--- src/design/rdc_pkg.sv ---
package rdc_pkg;
    // Result width and clocking
    localparam int          DATA_W      = 12;
    localparam int          CLK_HZ      = 20_000_000;
    localparam int          PUMP_HZ     = 204_800;
    // Half period of the pump square wave, rounded down to whole cycles
    localparam int          PUMP_HALF   = CLK_HZ / (2 * PUMP_HZ);
    localparam int          PUMP_CNT_W  = 6;
    localparam logic [5:0]  PUMP_LAST   = 6'(PUMP_HALF - 1);

    // Register map, byte addresses
    localparam int          ADDR_W      = 8;
    localparam logic [7:0]  ADDR_CTRL   = 8'h00;
    localparam logic [7:0]  ADDR_POS    = 8'h04;
    localparam logic [7:0]  ADDR_VEL    = 8'h08;
    localparam logic [7:0]  ADDR_STATUS = 8'h0c;

    // Control fields
    localparam int          CTRL_PUMP   = 0;
    localparam int          CTRL_ENC    = 1;
    localparam logic [1:0]  CTRL_RESET  = 2'h3;

    // Status fields
    localparam int          STAT_DIR    = 0;
    localparam int          STAT_SERIAL = 1;
    localparam int          STAT_FRAME  = 2;

    // AXI responses
    localparam logic [1:0]  RESP_OKAY   = 2'h0;
    localparam logic [1:0]  RESP_DECERR = 2'h3;

    // Serial engine states
    typedef enum logic {
        RDC_SER_IDLE  = 1'b0,
        RDC_SER_SHIFT = 1'b1
    } rdc_ser_state_t;

    // AXI4-Lite master to slave
    typedef struct packed {
        logic               awvalid;
        logic [ADDR_W-1:0]  awaddr;
        logic               wvalid;
        logic [31:0]        wdata;
        logic [3:0]         wstrb;
        logic               bready;
        logic               arvalid;
        logic [ADDR_W-1:0]  araddr;
        logic               rready;
    } rdc_axil_req_t;

    // AXI4-Lite slave to master
    typedef struct packed {
        logic               awready;
        logic               wready;
        logic               bvalid;
        logic [1:0]         bresp;
        logic               arready;
        logic               rvalid;
        logic [31:0]        rdata;
        logic [1:0]         rresp;
    } rdc_axil_rsp_t;
endpackage : rdc_pkg

--- src/design/rdc_readout_port.sv ---
// How it works
// - Sample strobe fall latches both integrators
// - velocity_select high reads position, low velocity
// - Data buffers driven only with select and frame low
// - Port inactive while select_n is high
// - read_frame_n edge frames transfer, level enables output
// - serial_port_select high serial, low parallel
// - Serial bit changes on shift clock rising edge
// - Pin ten is shift clock input in serial mode
// - Other data pins high impedance in serial mode, MSB driven when selected
// - Pump output free running 50 percent square wave
// - Encoder phase A free running while inputs valid
// - Phase B and index marker free running too
// - Direction high while angle increases
`timescale 1ns/10ps
`default_nettype none
module rdc_readout_port (
    input  wire logic                   core_clk,
    input  wire logic                   reset,
    input  wire rdc_pkg::rdc_axil_req_t axiReq,
    output var  rdc_pkg::rdc_axil_rsp_t axiRsp,
    input  wire logic [11:0]            positionInteg,
    input  wire logic [11:0]            velocityInteg,
    input  wire logic                   resolverValid,
    input  wire logic                   sampleStrobe,
    input  wire logic                   selectN,
    input  wire logic                   readFrameN,
    input  wire logic                   velocitySelect,
    input  wire logic                   serialPortSelect,
    input  wire logic                   data10In,
    output logic [11:0]                 dataOut,
    output logic [11:0]                 dataOeN,
    output logic                        pumpSquareOut,
    output logic                        encoderA,
    output logic                        encoderB,
    output logic                        indexMarker,
    output logic                        rotationDir
);
    // Input history for edge detection; inputs are synchronous already
    logic                       sample_q;
    logic                       frameN_q;
    logic                       shiftClk_q;
    logic [11:0]                posReg_q;
    logic [11:0]                velReg_q;
    logic [1:0]                 ctrl_q;
    rdc_pkg::rdc_ser_state_t    serState_q;
    logic [11:0]                shift_q;
    logic [11:0]                dataOut_q;
    logic [11:0]                dataOeN_q;
    logic [5:0]                 pumpCnt_q;
    logic                       pump_q;
    logic [11:0]                prevPos_q;
    logic                       encA_q;
    logic                       encB_q;
    logic                       index_q;
    logic                       dir_q;
    // AXI state
    logic                       awHeld_q;
    logic                       wHeld_q;
    logic [7:0]                 awAddr_q;
    logic [31:0]                wData_q;
    logic                       wStrb0_q;
    logic                       awready_q;
    logic                       wready_q;
    logic                       bvalid_q;
    logic [1:0]                 bresp_q;
    logic                       arready_q;
    logic                       rvalid_q;
    logic [31:0]                rdata_q;
    logic [1:0]                 rresp_q;

    // Address decode, shared by the write and read paths
    function automatic logic rdc_mapped(input logic [7:0] a);
        rdc_mapped = (a == rdc_pkg::ADDR_CTRL) || (a == rdc_pkg::ADDR_POS) ||
                     (a == rdc_pkg::ADDR_VEL) || (a == rdc_pkg::ADDR_STATUS);
    endfunction : rdc_mapped

    // Port events
    wire        sampleFall  = sample_q & ~sampleStrobe;
    wire        portActive  = ~selectN & ~readFrameN;
    wire        frameStart  = ~selectN & frameN_q & ~readFrameN;
    wire        shiftRise   = ~shiftClk_q & data10In;
    wire [11:0] selResult   = velocitySelect ? posReg_q : velReg_q;
    wire        serialMode  = serialPortSelect;

    // Strobe edge history; sample history resets low so a low strobe is no false fall
    always_ff @(posedge core_clk) begin
        if (reset) begin
            sample_q   <= 1'b0;
            frameN_q   <= 1'b1;
            shiftClk_q <= 1'b0;
        end else begin
            sample_q   <= sampleStrobe;
            frameN_q   <= readFrameN;
            shiftClk_q <= data10In;
        end
    end

    // Result registers; the integrators keep running between samples
    always_ff @(posedge core_clk) begin
        if (reset) begin
            posReg_q <= 12'h000;
            velReg_q <= 12'h000;
        end else if (sampleFall) begin
            posReg_q <= positionInteg;
            velReg_q <= velocityInteg;
        end
    end

    // Serial engine: load on frame start, shift on each clock rise in frame
    always_ff @(posedge core_clk) begin
        if (reset) begin
            serState_q <= rdc_pkg::RDC_SER_IDLE;
            shift_q    <= 12'h000;
        end else begin
            case (serState_q)
                rdc_pkg::RDC_SER_IDLE: begin
                    if (frameStart && serialMode) begin
                        serState_q <= rdc_pkg::RDC_SER_SHIFT;
                        shift_q    <= selResult;
                    end
                end
                rdc_pkg::RDC_SER_SHIFT: begin
                    if (!portActive || !serialMode) begin
                        serState_q <= rdc_pkg::RDC_SER_IDLE;
                    end else if (shiftRise) begin
                        shift_q    <= {shift_q[10:0], 1'b0};
                    end
                end
                default: serState_q <= rdc_pkg::RDC_SER_IDLE;
            endcase
        end
    end

    // Pin drive; shift clock pin never driven in serial mode
    wire        serLoad     = frameStart & serialMode;
    wire        serBit      = serLoad ? selResult[11] : shift_q[11];
    wire [11:0] parOeN      = portActive ? 12'h000 : 12'hfff;
    wire [11:0] serOeN      = {~portActive, 11'h7ff};
    always_ff @(posedge core_clk) begin
        if (reset) begin
            dataOut_q <= 12'h000;
            dataOeN_q <= 12'hfff;
        end else if (serialMode) begin
            dataOut_q <= {serBit, 11'h000};
            dataOeN_q <= serOeN;
        end else begin
            dataOut_q <= selResult;
            dataOeN_q <= parOeN;
        end
    end

    // Pump divider; the ratio is rounded down, so the rate sits just above the target
    always_ff @(posedge core_clk) begin
        if (reset) begin
            pumpCnt_q <= 6'h00;
            pump_q    <= 1'b0;
        end else if (pumpCnt_q == rdc_pkg::PUMP_LAST) begin
            pumpCnt_q <= 6'h00;
            pump_q    <= ~pump_q & ctrl_q[rdc_pkg::CTRL_PUMP];
        end else begin
            pumpCnt_q <= pumpCnt_q + 6'h01;
        end
    end

    // Encoder emulation from the live angle; frozen while inputs are bad
    wire [11:0] posDelta = positionInteg - prevPos_q;
    wire        encRun   = resolverValid & ctrl_q[rdc_pkg::CTRL_ENC];
    always_ff @(posedge core_clk) begin
        if (reset) begin
            prevPos_q <= 12'h000;
            encA_q    <= 1'b0;
            encB_q    <= 1'b0;
            index_q   <= 1'b0;
            dir_q     <= 1'b0;
        end else if (encRun) begin
            prevPos_q <= positionInteg;
            encA_q    <= positionInteg[1];
            encB_q    <= positionInteg[1] ^ positionInteg[0];
            index_q   <= (positionInteg == 12'h000);
            if (posDelta != 12'h000) begin
                dir_q <= ~posDelta[11];
            end
        end
    end

    // AXI write path: address and data taken in either order
    wire takeAw  = axiReq.awvalid & awready_q;
    wire takeW   = axiReq.wvalid & wready_q;
    wire doWrite = awHeld_q & wHeld_q & ~bvalid_q;
    wire awHeldD = (awHeld_q | takeAw) & ~doWrite;
    wire wHeldD  = (wHeld_q | takeW) & ~doWrite;
    wire bvalidD = doWrite | (bvalid_q & ~axiReq.bready);
    always_ff @(posedge core_clk) begin
        if (reset) begin
            awHeld_q  <= 1'b0;
            wHeld_q   <= 1'b0;
            awAddr_q  <= 8'h00;
            wData_q   <= 32'h0000_0000;
            wStrb0_q  <= 1'b0;
            awready_q <= 1'b0;
            wready_q  <= 1'b0;
            bvalid_q  <= 1'b0;
            bresp_q   <= rdc_pkg::RESP_OKAY;
            ctrl_q    <= rdc_pkg::CTRL_RESET;
        end else begin
            awHeld_q  <= awHeldD;
            wHeld_q   <= wHeldD;
            awready_q <= ~awHeldD & ~bvalidD;
            wready_q  <= ~wHeldD & ~bvalidD;
            bvalid_q  <= bvalidD;
            if (takeAw) begin
                awAddr_q <= axiReq.awaddr;
            end
            if (takeW) begin
                wData_q  <= axiReq.wdata;
                wStrb0_q <= axiReq.wstrb[0];
            end
            if (doWrite) begin
                bresp_q <= rdc_mapped(awAddr_q) ? rdc_pkg::RESP_OKAY : rdc_pkg::RESP_DECERR;
                if (awAddr_q == rdc_pkg::ADDR_CTRL && wStrb0_q) begin
                    ctrl_q <= wData_q[1:0];
                end
            end
        end
    end

    // AXI read path, one beat in flight
    wire        takeAr  = axiReq.arvalid & arready_q;
    wire        rvalidD = takeAr | (rvalid_q & ~axiReq.rready);
    wire [31:0] status  = {29'h0000_0000, serState_q, serialMode, dir_q};
    wire [31:0] rdWord  = (axiReq.araddr == rdc_pkg::ADDR_CTRL)   ? {30'h0000_0000, ctrl_q} :
                          (axiReq.araddr == rdc_pkg::ADDR_POS)    ? {20'h00000, posReg_q} :
                          (axiReq.araddr == rdc_pkg::ADDR_VEL)    ? {20'h00000, velReg_q} :
                          (axiReq.araddr == rdc_pkg::ADDR_STATUS) ? status : 32'h0000_0000;
    always_ff @(posedge core_clk) begin
        if (reset) begin
            arready_q <= 1'b0;
            rvalid_q  <= 1'b0;
            rdata_q   <= 32'h0000_0000;
            rresp_q   <= rdc_pkg::RESP_OKAY;
        end else begin
            arready_q <= ~rvalidD;
            rvalid_q  <= rvalidD;
            if (takeAr) begin
                rdata_q <= rdWord;
                rresp_q <= rdc_mapped(axiReq.araddr) ? rdc_pkg::RESP_OKAY : rdc_pkg::RESP_DECERR;
            end
        end
    end

    // Outputs straight from flops
    assign axiRsp = '{awready: awready_q, wready: wready_q, bvalid: bvalid_q, bresp: bresp_q,
                      arready: arready_q, rvalid: rvalid_q, rdata: rdata_q, rresp: rresp_q};
    assign dataOut       = dataOut_q;
    assign dataOeN       = dataOeN_q;
    assign pumpSquareOut = pump_q;
    assign encoderA      = encA_q;
    assign encoderB      = encB_q;
    assign indexMarker   = index_q;
    assign rotationDir   = dir_q;

    // Checks next to the logic they guard
    a_sample_latch: assert property (@(posedge core_clk) disable iff (reset)
        sampleFall |=> posReg_q == $past(positionInteg) && velReg_q == $past(velocityInteg))
        else $error("Sample fall did not latch integrators");
    a_idle_release: assert property (@(posedge core_clk) disable iff (reset)
        (selectN || readFrameN) |=> dataOeN_q == 12'hfff)
        else $error("Data pins driven while port inactive");
    a_par_select: assert property (@(posedge core_clk) disable iff (reset)
        (portActive && !serialMode) |=> dataOeN_q == 12'h000 &&
            dataOut_q == (($past(velocitySelect)) ? $past(posReg_q) : $past(velReg_q)))
        else $error("Parallel read shows wrong register");
    a_sclk_undriven: assert property (@(posedge core_clk) disable iff (reset)
        serialMode |=> dataOeN_q[10:0] == 11'h7ff)
        else $error("Shift clock pin driven in serial mode");
    a_frame_load: assert property (@(posedge core_clk) disable iff (reset)
        (frameStart && serialMode) |=> serState_q == rdc_pkg::RDC_SER_SHIFT &&
            dataOut_q[11] == $past(selResult[11]) && !dataOeN_q[11])
        else $error("Frame start did not present MSB");
    a_shift_step: assert property (@(posedge core_clk) disable iff (reset)
        (serState_q == rdc_pkg::RDC_SER_SHIFT && portActive && serialMode && shiftRise)
            |=> shift_q == {$past(shift_q[10:0]), 1'b0})
        else $error("Serial shift did not advance on clock rise");
    a_pump_toggle: assert property (@(posedge core_clk) disable iff (reset)
        (pumpCnt_q != rdc_pkg::PUMP_LAST) |=> $stable(pump_q))
        else $error("Pump output changed mid half period");
    a_enc_hold: assert property (@(posedge core_clk) disable iff (reset)
        !resolverValid |=> $stable(encA_q) && $stable(encB_q) && $stable(dir_q))
        else $error("Encoder outputs moved with invalid inputs");
    a_index_mark: assert property (@(posedge core_clk) disable iff (reset)
        (encRun && positionInteg == 12'h000) |=> index_q)
        else $error("Index marker missed zero angle");
    a_dir_up: assert property (@(posedge core_clk) disable iff (reset)
        (encRun && posDelta != 12'h000 && !posDelta[11]) |=> dir_q)
        else $error("Direction not high for rising angle");
endmodule : rdc_readout_port
`default_nettype wire

--- config.mk ---
export PLATFORM = sky130hd
export DESIGN_NAME = rdc_readout_port
export DESIGN_NICKNAME = d
export VERILOG_FILES = /design/src/design/rdc_pkg.sv /design/src/design/rdc_readout_port.sv
export SDC_FILE = /design/constraint.sdc
export NUM_CORES = 1
export LEC_CHECK = 0
export CAP_MARGIN = 20
export CORE_AREA = 3 3 98 100
export DETAILED_ROUTE_END_ITERATION = 12
export DIE_AREA = 0 0 101 103
export DONT_BUFFER_PORTS = 1
export PLACE_DENSITY = 0.74
export SLEW_MARGIN = 40
export SYNTH_ARGS = -nofsm -noshare
export SYNTH_HDL_FRONTEND = slang
export SYNTH_SLANG_ARGS = --single-unit
--- constraint.sdc ---
create_clock -name core_clk -period 2.6 [get_ports core_clk]
set_input_delay 0.65 -clock core_clk [delete_from_list [all_inputs] [get_ports core_clk]]
set_output_delay 0.65 -clock core_clk [all_outputs]
set_load 0.005 [all_outputs]
==> results.yml, run 1 <==
yosys:
  postSynthCellCount: 630
  synth.most_common_cell: "nand2_1"
  synth_edf_count: 0
  synth_fa_ha_area_frac: 0.0367
  synth_area_sq_mm: 0.00498
  ys_async_sr_fraction: 0
  synth_compound_area_frac: 0.148
  netlist_top_cells_area: "dfxtp_1 44%, a21oi_1 9.6%, nand2_1 8.5%, nor2_1 6.3%, buf_4 5.6%"
  syn_area_per_cell_sq_um: 7.91
  ys_top_cells_by_count: "113 x nand2_1, 110 x dfxtp_1, 96 x a21oi_1, 84 x nor2_1, 37 x buf_4"
  ys.flop_type: "dfxtp_1"
  synth.distinct_cells: 46
  synth_top_cell_by_area: "dfxtp_1"
  synthXorXnorAreaFrac: 0.0158
  yosysSeqAreaShare: 0.442
  synth_top_area_frac: 0.442
  yosys.area_share.simple: 0.222
  synth_top_family_by_area: "simple AND/OR/NAND/NOR gates"
  synth_mux_area_frac: 0.0397
  ys_ff_latch: 110
  yosys_warnings: 0
clock_tree:
  cts_tree: "done"
  clock_sinks: 110
  cts.hold.buffers_added: 0
  cts_buffer_depth: 2
  cts_root_buf: "clkbuf_8"
  clkTransAtPathRegs_ps: 100
  htree_levels: 3
  postCtsSetupRepairBufs: 0
  insertion_delay_ps: 360
  post_cts_resized: 0
  numCtsBuffers: 9
critical_path:
  cp.arrival_ps: 2480
  critPathRequiredTime_ps: 2860
  startpoint_type: "input pin"
  crit_type: "in -> reg"
  rr_worst_depth: 8
  critPathMaxFanout: 3
  ff2ff_setup_slack_ps: 400
  r2r-start: "prevPos_q[0]$_SDFFE_PP0P_"
  end_kind: "flop"
  worstReg2RegEnd: "rotationDir$_SDFFE_PP0P_"
route:
  wire_per_inst_um: 14.7
  num_vias: 3845
  drc: 0
  dr.pass1.iters: 5
  ant_nets: 0
  wirelength_um: 10400
  drtIter0Drc: 220
  vias_per_cell: 5.43
sta:
  fin_crit_sh: 0.855
  fin_crit_ps: 2220
  rsz0062_at_grt: "false"
  drv_slew: 0
  fmax_mhz: 450
  setup_viol: 0
  fin_tns_setup_ps: 0
  max-slew-margin-rel: 0.571
  hold_violations: 0
  clock_skew_ps: 8.34
  tightestPinTransition_ps: 642
finish:
  final.fill_count: 811
  regArea_sq_mm: 0.00220
  antenna_cells: 0
  drive_gt1_frac: 0.0450
  final_cell_area_sq_mm: 0.00502
  area_growth_pct: 0.653
  num-nets-final: 701
  multiInputGateArea_sq_mm: 0.00238
pwr:
  p_switching_mw: 0.769
  vdd_drop_max_mv: 0.287
  switching_share: 0.250
  combPwrFrac: 0.098
  sequentialPowerShare: 0.579
  leakage_nw: 1.90
  power.internal_mw: 2.31
  clkPwrFrac: 0.323
  p_per_area_mw_per_mm2: 613
  power_mw: 3.08
global_routing:
  grt_first_pass_wirelength_um: 16500
  grt_usage: 0.198
  antenna_found_initial: 0
  grt_max_degree: 95
  grt_remaining_overflow: 0
  grt_pass1_vias: 3507
floorplan:
  die_x_um: 101
  core-area_sq_mm: 0.00876
  io_pins: 160
  dieHeight_um: 103
  num_rows: 34
  die_area_sq_mm: 0.0104
  floorplan.initialDensity: 0.569
place:
  placedInstanceArea_sq_mm: 0.00484
  portBuffers: 0
  place.gp.congestion: 0.964
  dp_hpwl_um: 7570
flow_run:
  drv_cap: 0
hold_path:
  worstHoldEndpoint: "dataOut[11]$_SDFF_PP0_"
  hp-class: "in -> reg"
  hp-start: "reset"
  min_path_cells: 1
outcome:
  outcome: "complete, no violations"
-- cell families (layout without fill, tap and decap cells) --
logic type	Yosys count	in the layout
other	1	20
flip-flops	110	110
multiplexers	17	17
AO/OA/AOI/OAI	130	130
XOR/XNOR	9	9
AND/OR/NAND/NOR	260	260
adder cells (fa/ha/maj)	14	14
buffers and inverters	89	40
-- metal layers --
layer	up-vias	wire (um)	global-route usage
li1	1979	-	-
met1	1750	4610	0.259
met4	0	201	0.0787
met5	-	0	0
met2	101	4980	0.325
met3	15	644	0.0386
-- registers in the layout, indices dropped and copies added, names as in the netlist, 6 cells and up --
name,cells
shift_q,12
velReg_q,12
posReg_q,12
rdata_q,12
prevPos_q,12
pumpCnt_q,6
dataOut,12
awAddr_q,8
-- layout by cell type (no fill, tap or decap), types with 2 or more instances in the layout --
cell and count:
nand2_1 113, dfxtp_1 110, a21oi_1 96, nor2_1 84
inv_1 20, conb_1 20, nor3_1 17, mux2i_1 13
ha_1 13, a22oi_1 12, nand3_1 11, clkbuf_8 9
nor2b_1 7, buf_4 6, xor2_1 5, nor4_1 5
nand2b_1 4, xnor2_1 4, o21ai_0 4, or2_2 3
a211o_1 3, or3_1 3, nor3b_1 2, and2_1 2
and3_1 2, o22ai_1 2, nand4_1 2, o21a_1 2
mux2_2 2, o211ai_1 2, mux4_2 2, clkbuf_1 2
-- worst max-delay path by stage --
| stage | from | cells past startpoint | slack [ps] | to |
|---|---|---|---|---|
| 3_5_place_dp | positionInteg[0] | 9 | -30 | rotationDir$_SDFFE_PP0P_ |
| 2_1_floorplan | positionInteg[0] | 9 | 90 | rotationDir$_SDFFE_PP0P_ |
| 3_3_place_gp | positionInteg[0] | 9 | 10 | rotationDir$_SDFFE_PP0P_ |
| 5_1_grt | prevPos_q[1]$_SDFFE_PP0P_ | 8 | 250 | rotationDir$_SDFFE_PP0P_ |
| 4_1_cts | positionInteg[0] | 9 | 370 | rotationDir$_SDFFE_PP0P_ |
| 6_report | positionInteg[0] | 9 | 380 | rotationDir$_SDFFE_PP0P_ |
-- worst max-delay path, stage by stage --
cell	delay [ps]
inv_1	40
ha_1	220
fa_1	400
xor2_1	170
nand3_1	80
or3_1	300
nor4_1	270
nand4_1	120
o31a_1	240
-- metrics by stage --
| step | hold WS, ps | cells | util | setup slack (ps) |
|---|---|---|---|---|
| floorplan | 418 | 649 | - | 91.0 |
| global placement | 425 | 694 | 0.552 | 14.6 |
| detailed placement | 440 | 694 | 0.552 | -30.3 |
| CTS | 337 | 708 | 0.572 | 366 |
| global route | 344 | 708 | 0.572 | 255 |
| finish | 342 | 708 | 0.572 | 378 |
-- final cells by class --
type / count / share of cell area
multi-input cells: 450 / 0.475
flip-flops and latches: 110 / 0.439
well taps: 108 / 0.0269
clock buffers: 11 / 0.0262
inverters: 20 / 0.0150
clock inverters: 3 / 0.00923
repair buffers: 6 / 0.00898
-- power groups by stage --
stage | Sequential (mW) | Combinational [mW] | Clock, mW
2_1_floorplan | 1.81 | 0.309 | 0
3_3_place_gp | 1.82 | 0.288 | 0
3_5_place_dp | 1.82 | 0.300 | 0
4_1_cts | 1.78 | 0.302 | 1.01
5_1_grt | 1.79 | 0.345 | 1.08
6_report | 1.78 | 0.303 | 0.993
(Power assumes the default switching activity.)
==> inputs of run 2 (changes only) <==
Settings changed: ABC_AREA set to 1, CORE_AREA 3 3 98 100 to 3 3 100 102, DIE_AREA 0 0 101 103 to 0 0 103 105, MAX_ROUTING_LAYER set to met4.
==> run 2 against run 1 <==
Effect of this change:
- via count increased by 9.8%
- sequential power about the same
- register-to-register slack improved by 240 ps
- synthesized cell count grew 13%
- core utilization down 0.096 points
- worst hold slack worse by 11 ps
- clock power shrank 3.0%
- count of clock-buffer cells in the layout fell by 2
- critical endpoint unchanged
- sequential share of layout area decreased by 2.0 points
==> results.yml, run 2 <==
outcome:
  outcome: "complete, no violations"
sta:
  fin_tns_setup_ps: 0
  fin_crit_ps: 2030
  fin_crit_sh: 0.781
  tightestPinTransition_ps: 535
  clock_skew_ps: 12.5
  holdWs_ps: 331
  fin_ws_ps: 570
  hold_violations: 0
  rsz0062_at_grt: "false"
  drv_slew: 0
  fmax_mhz: 493
  max-slew-margin-rel: 0.640
  setup_viol: 0
route:
  wirelength_um: 11300
  drc: 0
  wire_per_inst_um: 14.1
  num_vias: 4220
  drtIter0Drc: 179
  dr.pass1.iters: 5
  vias_per_cell: 5.26
  ant_nets: 0
yosys:
  ys_async_sr_fraction: 0
  ys_ff_latch: 110
  syn_area_per_cell_sq_um: 7.30
  synth.most_common_cell: "nand2_1"
  netlist_top_cells_area: "dfxtp_1 42%, nand2_1 8.7%, o21ai_0 6.8%, a21oi_1 6.6%, nor2_1 6.6%"
  synth.distinct_cells: 42
  synth_area_sq_mm: 0.00520
  synth_top_cell_by_area: "dfxtp_1"
  synth_edf_count: 0
  yosysSeqAreaShare: 0.423
  postSynthCellCount: 713
  ys_top_cells_by_count: "120 x nand2_1, 110 x dfxtp_1, 92 x nor2_1, 79 x inv_1, 71 x o21ai_0"
  yosys_warnings: 0
  synth_top_area_frac: 0.423
  ys.flop_type: "dfxtp_1"
finish:
  drive_gt1_frac: 0.0708
  num-nets-final: 791
  fin_util: 0.571
  final.fill_count: 893
  area_growth_pct: 0.962
  antenna_cells: 0
  final_cell_area_sq_mm: 0.00526
  final_common_cell: "nand2_1"
  mostFrequentLayoutCells: "120 x nand2_1, 110 x dfxtp_1, 92 x nor2_1"
  finalNonFillerCells: 803
place:
  dp_slack_ps: 216
  dp_hpwl_um: 8440
  dp_cells: 787
  portBuffers: 0
  placedInstanceArea_sq_mm: 0.00507
  place.gp.congestion: 0.863
floorplan:
  num_rows: 35
  die_area_sq_mm: 0.0108
  floorplan.initialDensity: 0.566
  dieHeight_um: 105
  die_x_um: 103
  io_pins: 160
  core-area_sq_mm: 0.00920
critical_path:
  startpoint_type: "input pin"
  critPathRequiredTime_ps: 2860
  crit_type: "in -> reg"
  cp.arrival_ps: 2290
  ff2ff_setup_slack_ps: 640
  r2r-start: "prevPos_q[0]$_SDFFE_PP0P_"
  worstReg2RegEnd: "rotationDir$_SDFFE_PP0P_"
  critPathMaxFanout: 4
  rr_worst_depth: 13
  end_kind: "flop"
pwr:
  power.internal_mw: 2.28
  switching_share: 0.289
  leakage_nw: 2.25
  vdd_drop_max_mv: 0.301
  p_per_area_mw_per_mm2: 609
  p_switching_mw: 0.925
  power_mw: 3.20
  combPwrFrac: 0.133
  clkPwrFrac: 0.301
  sequentialPowerShare: 0.566
clock_tree:
  insertion_delay_ps: 360
  cts_buffer_depth: 2
  postCtsSetupRepairBufs: 0
  clock_sinks: 110
  numCtsBuffers: 9
  cts_root_buf: "clkbuf_8"
  cts_tree: "done"
  htree_levels: 3
  clkTransAtPathRegs_ps: 110
  cts.hold.buffers_added: 0
  post_cts_resized: 0
hold_path:
  hp-start: "reset"
  min_path_cells: 1
  worstHoldEndpoint: "rdata_q[3]$_SDFFE_PP0P_"
  hp-class: "in -> reg"
flow_run:
  drv_cap: 0
global_routing:
  grt_remaining_overflow: 0
  antenna_found_initial: 0
  grt_pass1_vias: 4073
  grt_usage: 0.222
  grt_first_pass_wirelength_um: 18900
  grt_max_degree: 40
==> run 2: changes by cell type in the layout (fill, tap and decap cells not counted), sizes merged, moves of 10 or more <==
cell   change
o21ai     +73
inv       +65
a21oi     -17
nor3      -13
a22oi     -12
nand2     +11
mux2i     -10
nor2      +10
==> run 2: routing by layer <==
| metal | vias to the layer above | GRT usage | routed length (um) |
|---|---|---|---|
| li1 | 2202 | - | - |
| met3 | 13 | 0.0514 | 725 |
| met4 | 0 | 0.0620 | 156 |
| met5 | - | - | 0 |
| met1 | 1887 | 0.283 | 5070 |
| met2 | 118 | 0.349 | 5340 |
==> run 2: worst max path at each step <==
stage                     startpoint                        to  cells after the start
global placement    positionInteg[0]  rotationDir$_SDFFE_PP0P_                     14
CTS                 positionInteg[0]  rotationDir$_SDFFE_PP0P_                     14
detailed placement  positionInteg[0]  rotationDir$_SDFFE_PP0P_                     14
floorplan           positionInteg[0]  rotationDir$_SDFFE_PP0P_                     14
finish              positionInteg[0]  rotationDir$_SDFFE_PP0P_                     14
global route        positionInteg[0]  rotationDir$_SDFFE_PP0P_                     14
==> run 2: kinds of logic (layout without fill, tap and decap cells) <==
logic type | after synthesis | in the layout | synth area share
AOI/OAI and AO/OA | 174 | 174 | 0.181
xor gates and xnor gates | 3 | 3 | 0.00505
adders and majority gates | 14 | 14 | 0.0351
buffers and inverters | 148 | 108 | 0.137
DFF | 110 | 110 | 0.423
muxes | 3 | 3 | 0.00577
other | 1 | 20 | 0.000720
and+or+nand+nor | 260 | 260 | 0.212
==> run 2: power by group through the flow <==
stage               clock [mW]  sequential, mW  combinational, mW
floorplan                    0            1.84              0.391
global placement             0            1.85              0.417
detailed placement           0            1.85              0.426
CTS                      0.992            1.81              0.428
global route              1.05            1.83              0.504
finish                   0.963            1.81              0.425
==> run 2: critical path: stages <==
cell	delay [ps]
inv_1	60
ha_1	230
fa_1	420
inv_1	90
nand2_1	60
nand2_1	110
nand2_1	80
xnor2_1	120
nor2_1	80
o21ai_1	70
nor2_1	140
nand2_1	70
nand2_1	70
a21oi_2	50
==> run 2: area by class of cell <==
cell class              count  area (sq um)  area share
inverters                  85           319      0.0607
clock inverters             7          56.3      0.0107
repair buffers              7          52.6      0.0100
flip-flops and latches    110          2200       0.419
well taps                 111           139      0.0264
multi-input cells         474          2360       0.450
clock buffers               9           124      0.0236
==> inputs of run 3 (changes only) <==
Settings changed: CORE_AREA 3 3 100 102 to 3 3 98 100, DIE_AREA 0 0 103 105 to 0 0 101 103.
Clock period 2.6 ns to 2 ns, I/O delays scaled along.
==> run 3 against run 2 <==
Effect of this change:
- register-to-register slack worse by 500 ps
- worst setup slack worse by 430 ps
- non-clock buffer count increased by 4
- sequential cell count did not move
- sequential share of layout area fell by 0.81 points
- worst hold slack got worse by 150 ps
- sequential power rose by 30%
- largest power group unchanged
- first-iteration DRC count decreased by 13%
- die area is 3.8% lower
==> results.yml, run 3 (synthesized netlist as in run 2, its figures left out) <==
global_routing:
  antenna_found_initial: 1
  grt_pass1_vias: 4044
  grt_usage: 0.231
  grt_first_pass_wirelength_um: 18800
  grt_max_degree: 43
  grt_remaining_overflow: 0
clock_tree:
  cts_tree: "done"
  numCtsBuffers: 9
  clkTransAtPathRegs_ps: 110
  cts_root_buf: "clkbuf_8"
  post_cts_resized: 0
  htree_levels: 3
  clock_sinks: 110
  cts_buffer_depth: 2
  insertion_delay_ps: 370
  cts.hold.buffers_added: 0
  postCtsSetupRepairBufs: 0
critical_path:
  critPathMaxFanout: 3
  crit_type: "reg -> reg"
  cp.arrival_ps: 2120
  end_kind: "flop"
  startpoint_type: "flop"
  ff2ff_setup_slack_ps: 140
  critPathRequiredTime_ps: 2260
place:
  place.gp.congestion: 0.937
  portBuffers: 0
  dp_hpwl_um: 8550
route:
  ant_nets: 0
  vias_per_cell: 5.30
  drtIter0Drc: 155
  dr.pass1.iters: 5
  wire_per_inst_um: 14.1
  drc: 0
  num_vias: 4273
  wirelength_um: 11300
finish:
  final_common_cell: "nand2_1"
  num-nets-final: 795
  drive_gt1_frac: 0.0876
  area_growth_pct: 3.00
  mostFrequentLayoutCells: "118 x nand2_1, 109 x dfxtp_1, 91 x nor2_1"
floorplan:
  io_pins: 160
  num_rows: 34
  dieHeight_um: 103
  core-area_sq_mm: 0.00876
  floorplan.initialDensity: 0.594
  die_x_um: 101
  die_area_sq_mm: 0.0104
sta:
  drv_slew: 0
  max-slew-margin-rel: 0.631
  fin_crit_sh: 0.930
  fin_crit_ps: 1860
  setup_viol: 0
  hold_violations: 0
  fin_tns_setup_ps: 0
  holdWs_ps: 182
  tightestPinTransition_ps: 553
  rsz0062_at_grt: "false"
  clock_skew_ps: 15.3
  fmax_mhz: 537
pwr:
  vdd_drop_max_mv: 0.490
  p_per_area_mw_per_mm2: 783
  leakage_nw: 2.28
hold_path:
  hp-class: "in -> reg"
flow_run:
  drv_cap: 0
outcome:
  outcome: "complete, no violations"
run 3: layer usage:
| layer | wire, um | track usage |
|---|---|---|
| met1 | 4940 | 0.271 |
| met2 | 5360 | 0.381 |
| met3 | 792 | 0.0521 |
| met4 | 240 | 0.100 |
| met5 | 0 | - |
run 3: final timing paths:
path / start / endpoint / cells after the start
setup / recovery: prevPos_q[0]$_SDFFE_PP0P_ / rotationDir$_SDFFE_PP0P_ / 14
hold reg to reg: prevPos_q[7]$_SDFFE_PP0P_ / prevPos_q[7]$_SDFFE_PP0P_ / 2
setup reg to reg: prevPos_q[0]$_SDFFE_PP0P_ / rotationDir$_SDFFE_PP0P_ / 14
hold / removal: reset / rdata_q[3]$_SDFFE_PP0P_ / 1
run 3: where the power goes:
part           total [mW]  internal [mW]  switching [mW]  leakage (nW)
sequential           2.36           2.30          0.0609         0.901
combinational       0.586          0.220           0.365          1.29
clock                1.26          0.474           0.781        0.0890
run 3: metrics by stage:
step / instance area, sq um / setup WS (ps) / power (mW) / util / instances
6_report: 5360 / 139 / 4.20 / 0.612 / 806
2_1_floorplan: 5280 / 18.0 / 2.90 / - / 732
3_3_place_gp: 5120 / -112 / 2.96 / 0.584 / 788
5_1_grt: 5360 / 13.6 / 4.43 / 0.612 / 805
3_5_place_dp: 5120 / -133 / 2.97 / 0.584 / 788
4_1_cts: 5300 / 104 / 4.21 / 0.605 / 804
run 3: area by class of cell:
class | count | area (sq um)
clock buffers | 10 | 128
diodes | 2 | 5.00
multi-input cells | 474 | 2420
inverters | 85 | 319
flip-flops and latches | 110 | 2200
clock inverters | 6 | 53.8
repair buffers | 11 | 95.1
well taps | 108 | 135
fillers | 830 | 3400
run 3: critical path, cell delays in order, from the launching register on:
cell and delay (ps):
dfxtp_1 320, ha_1 210, fa_2 360, inv_1 80, nand2_1 60, nand2_2 90, nand3_1 90, nand2_1 70
nand2_1 40, nand2_1 50, nand3_1 70, nor2_1 130, nand2_1 80, nand2_1 80, a21oi_2 50
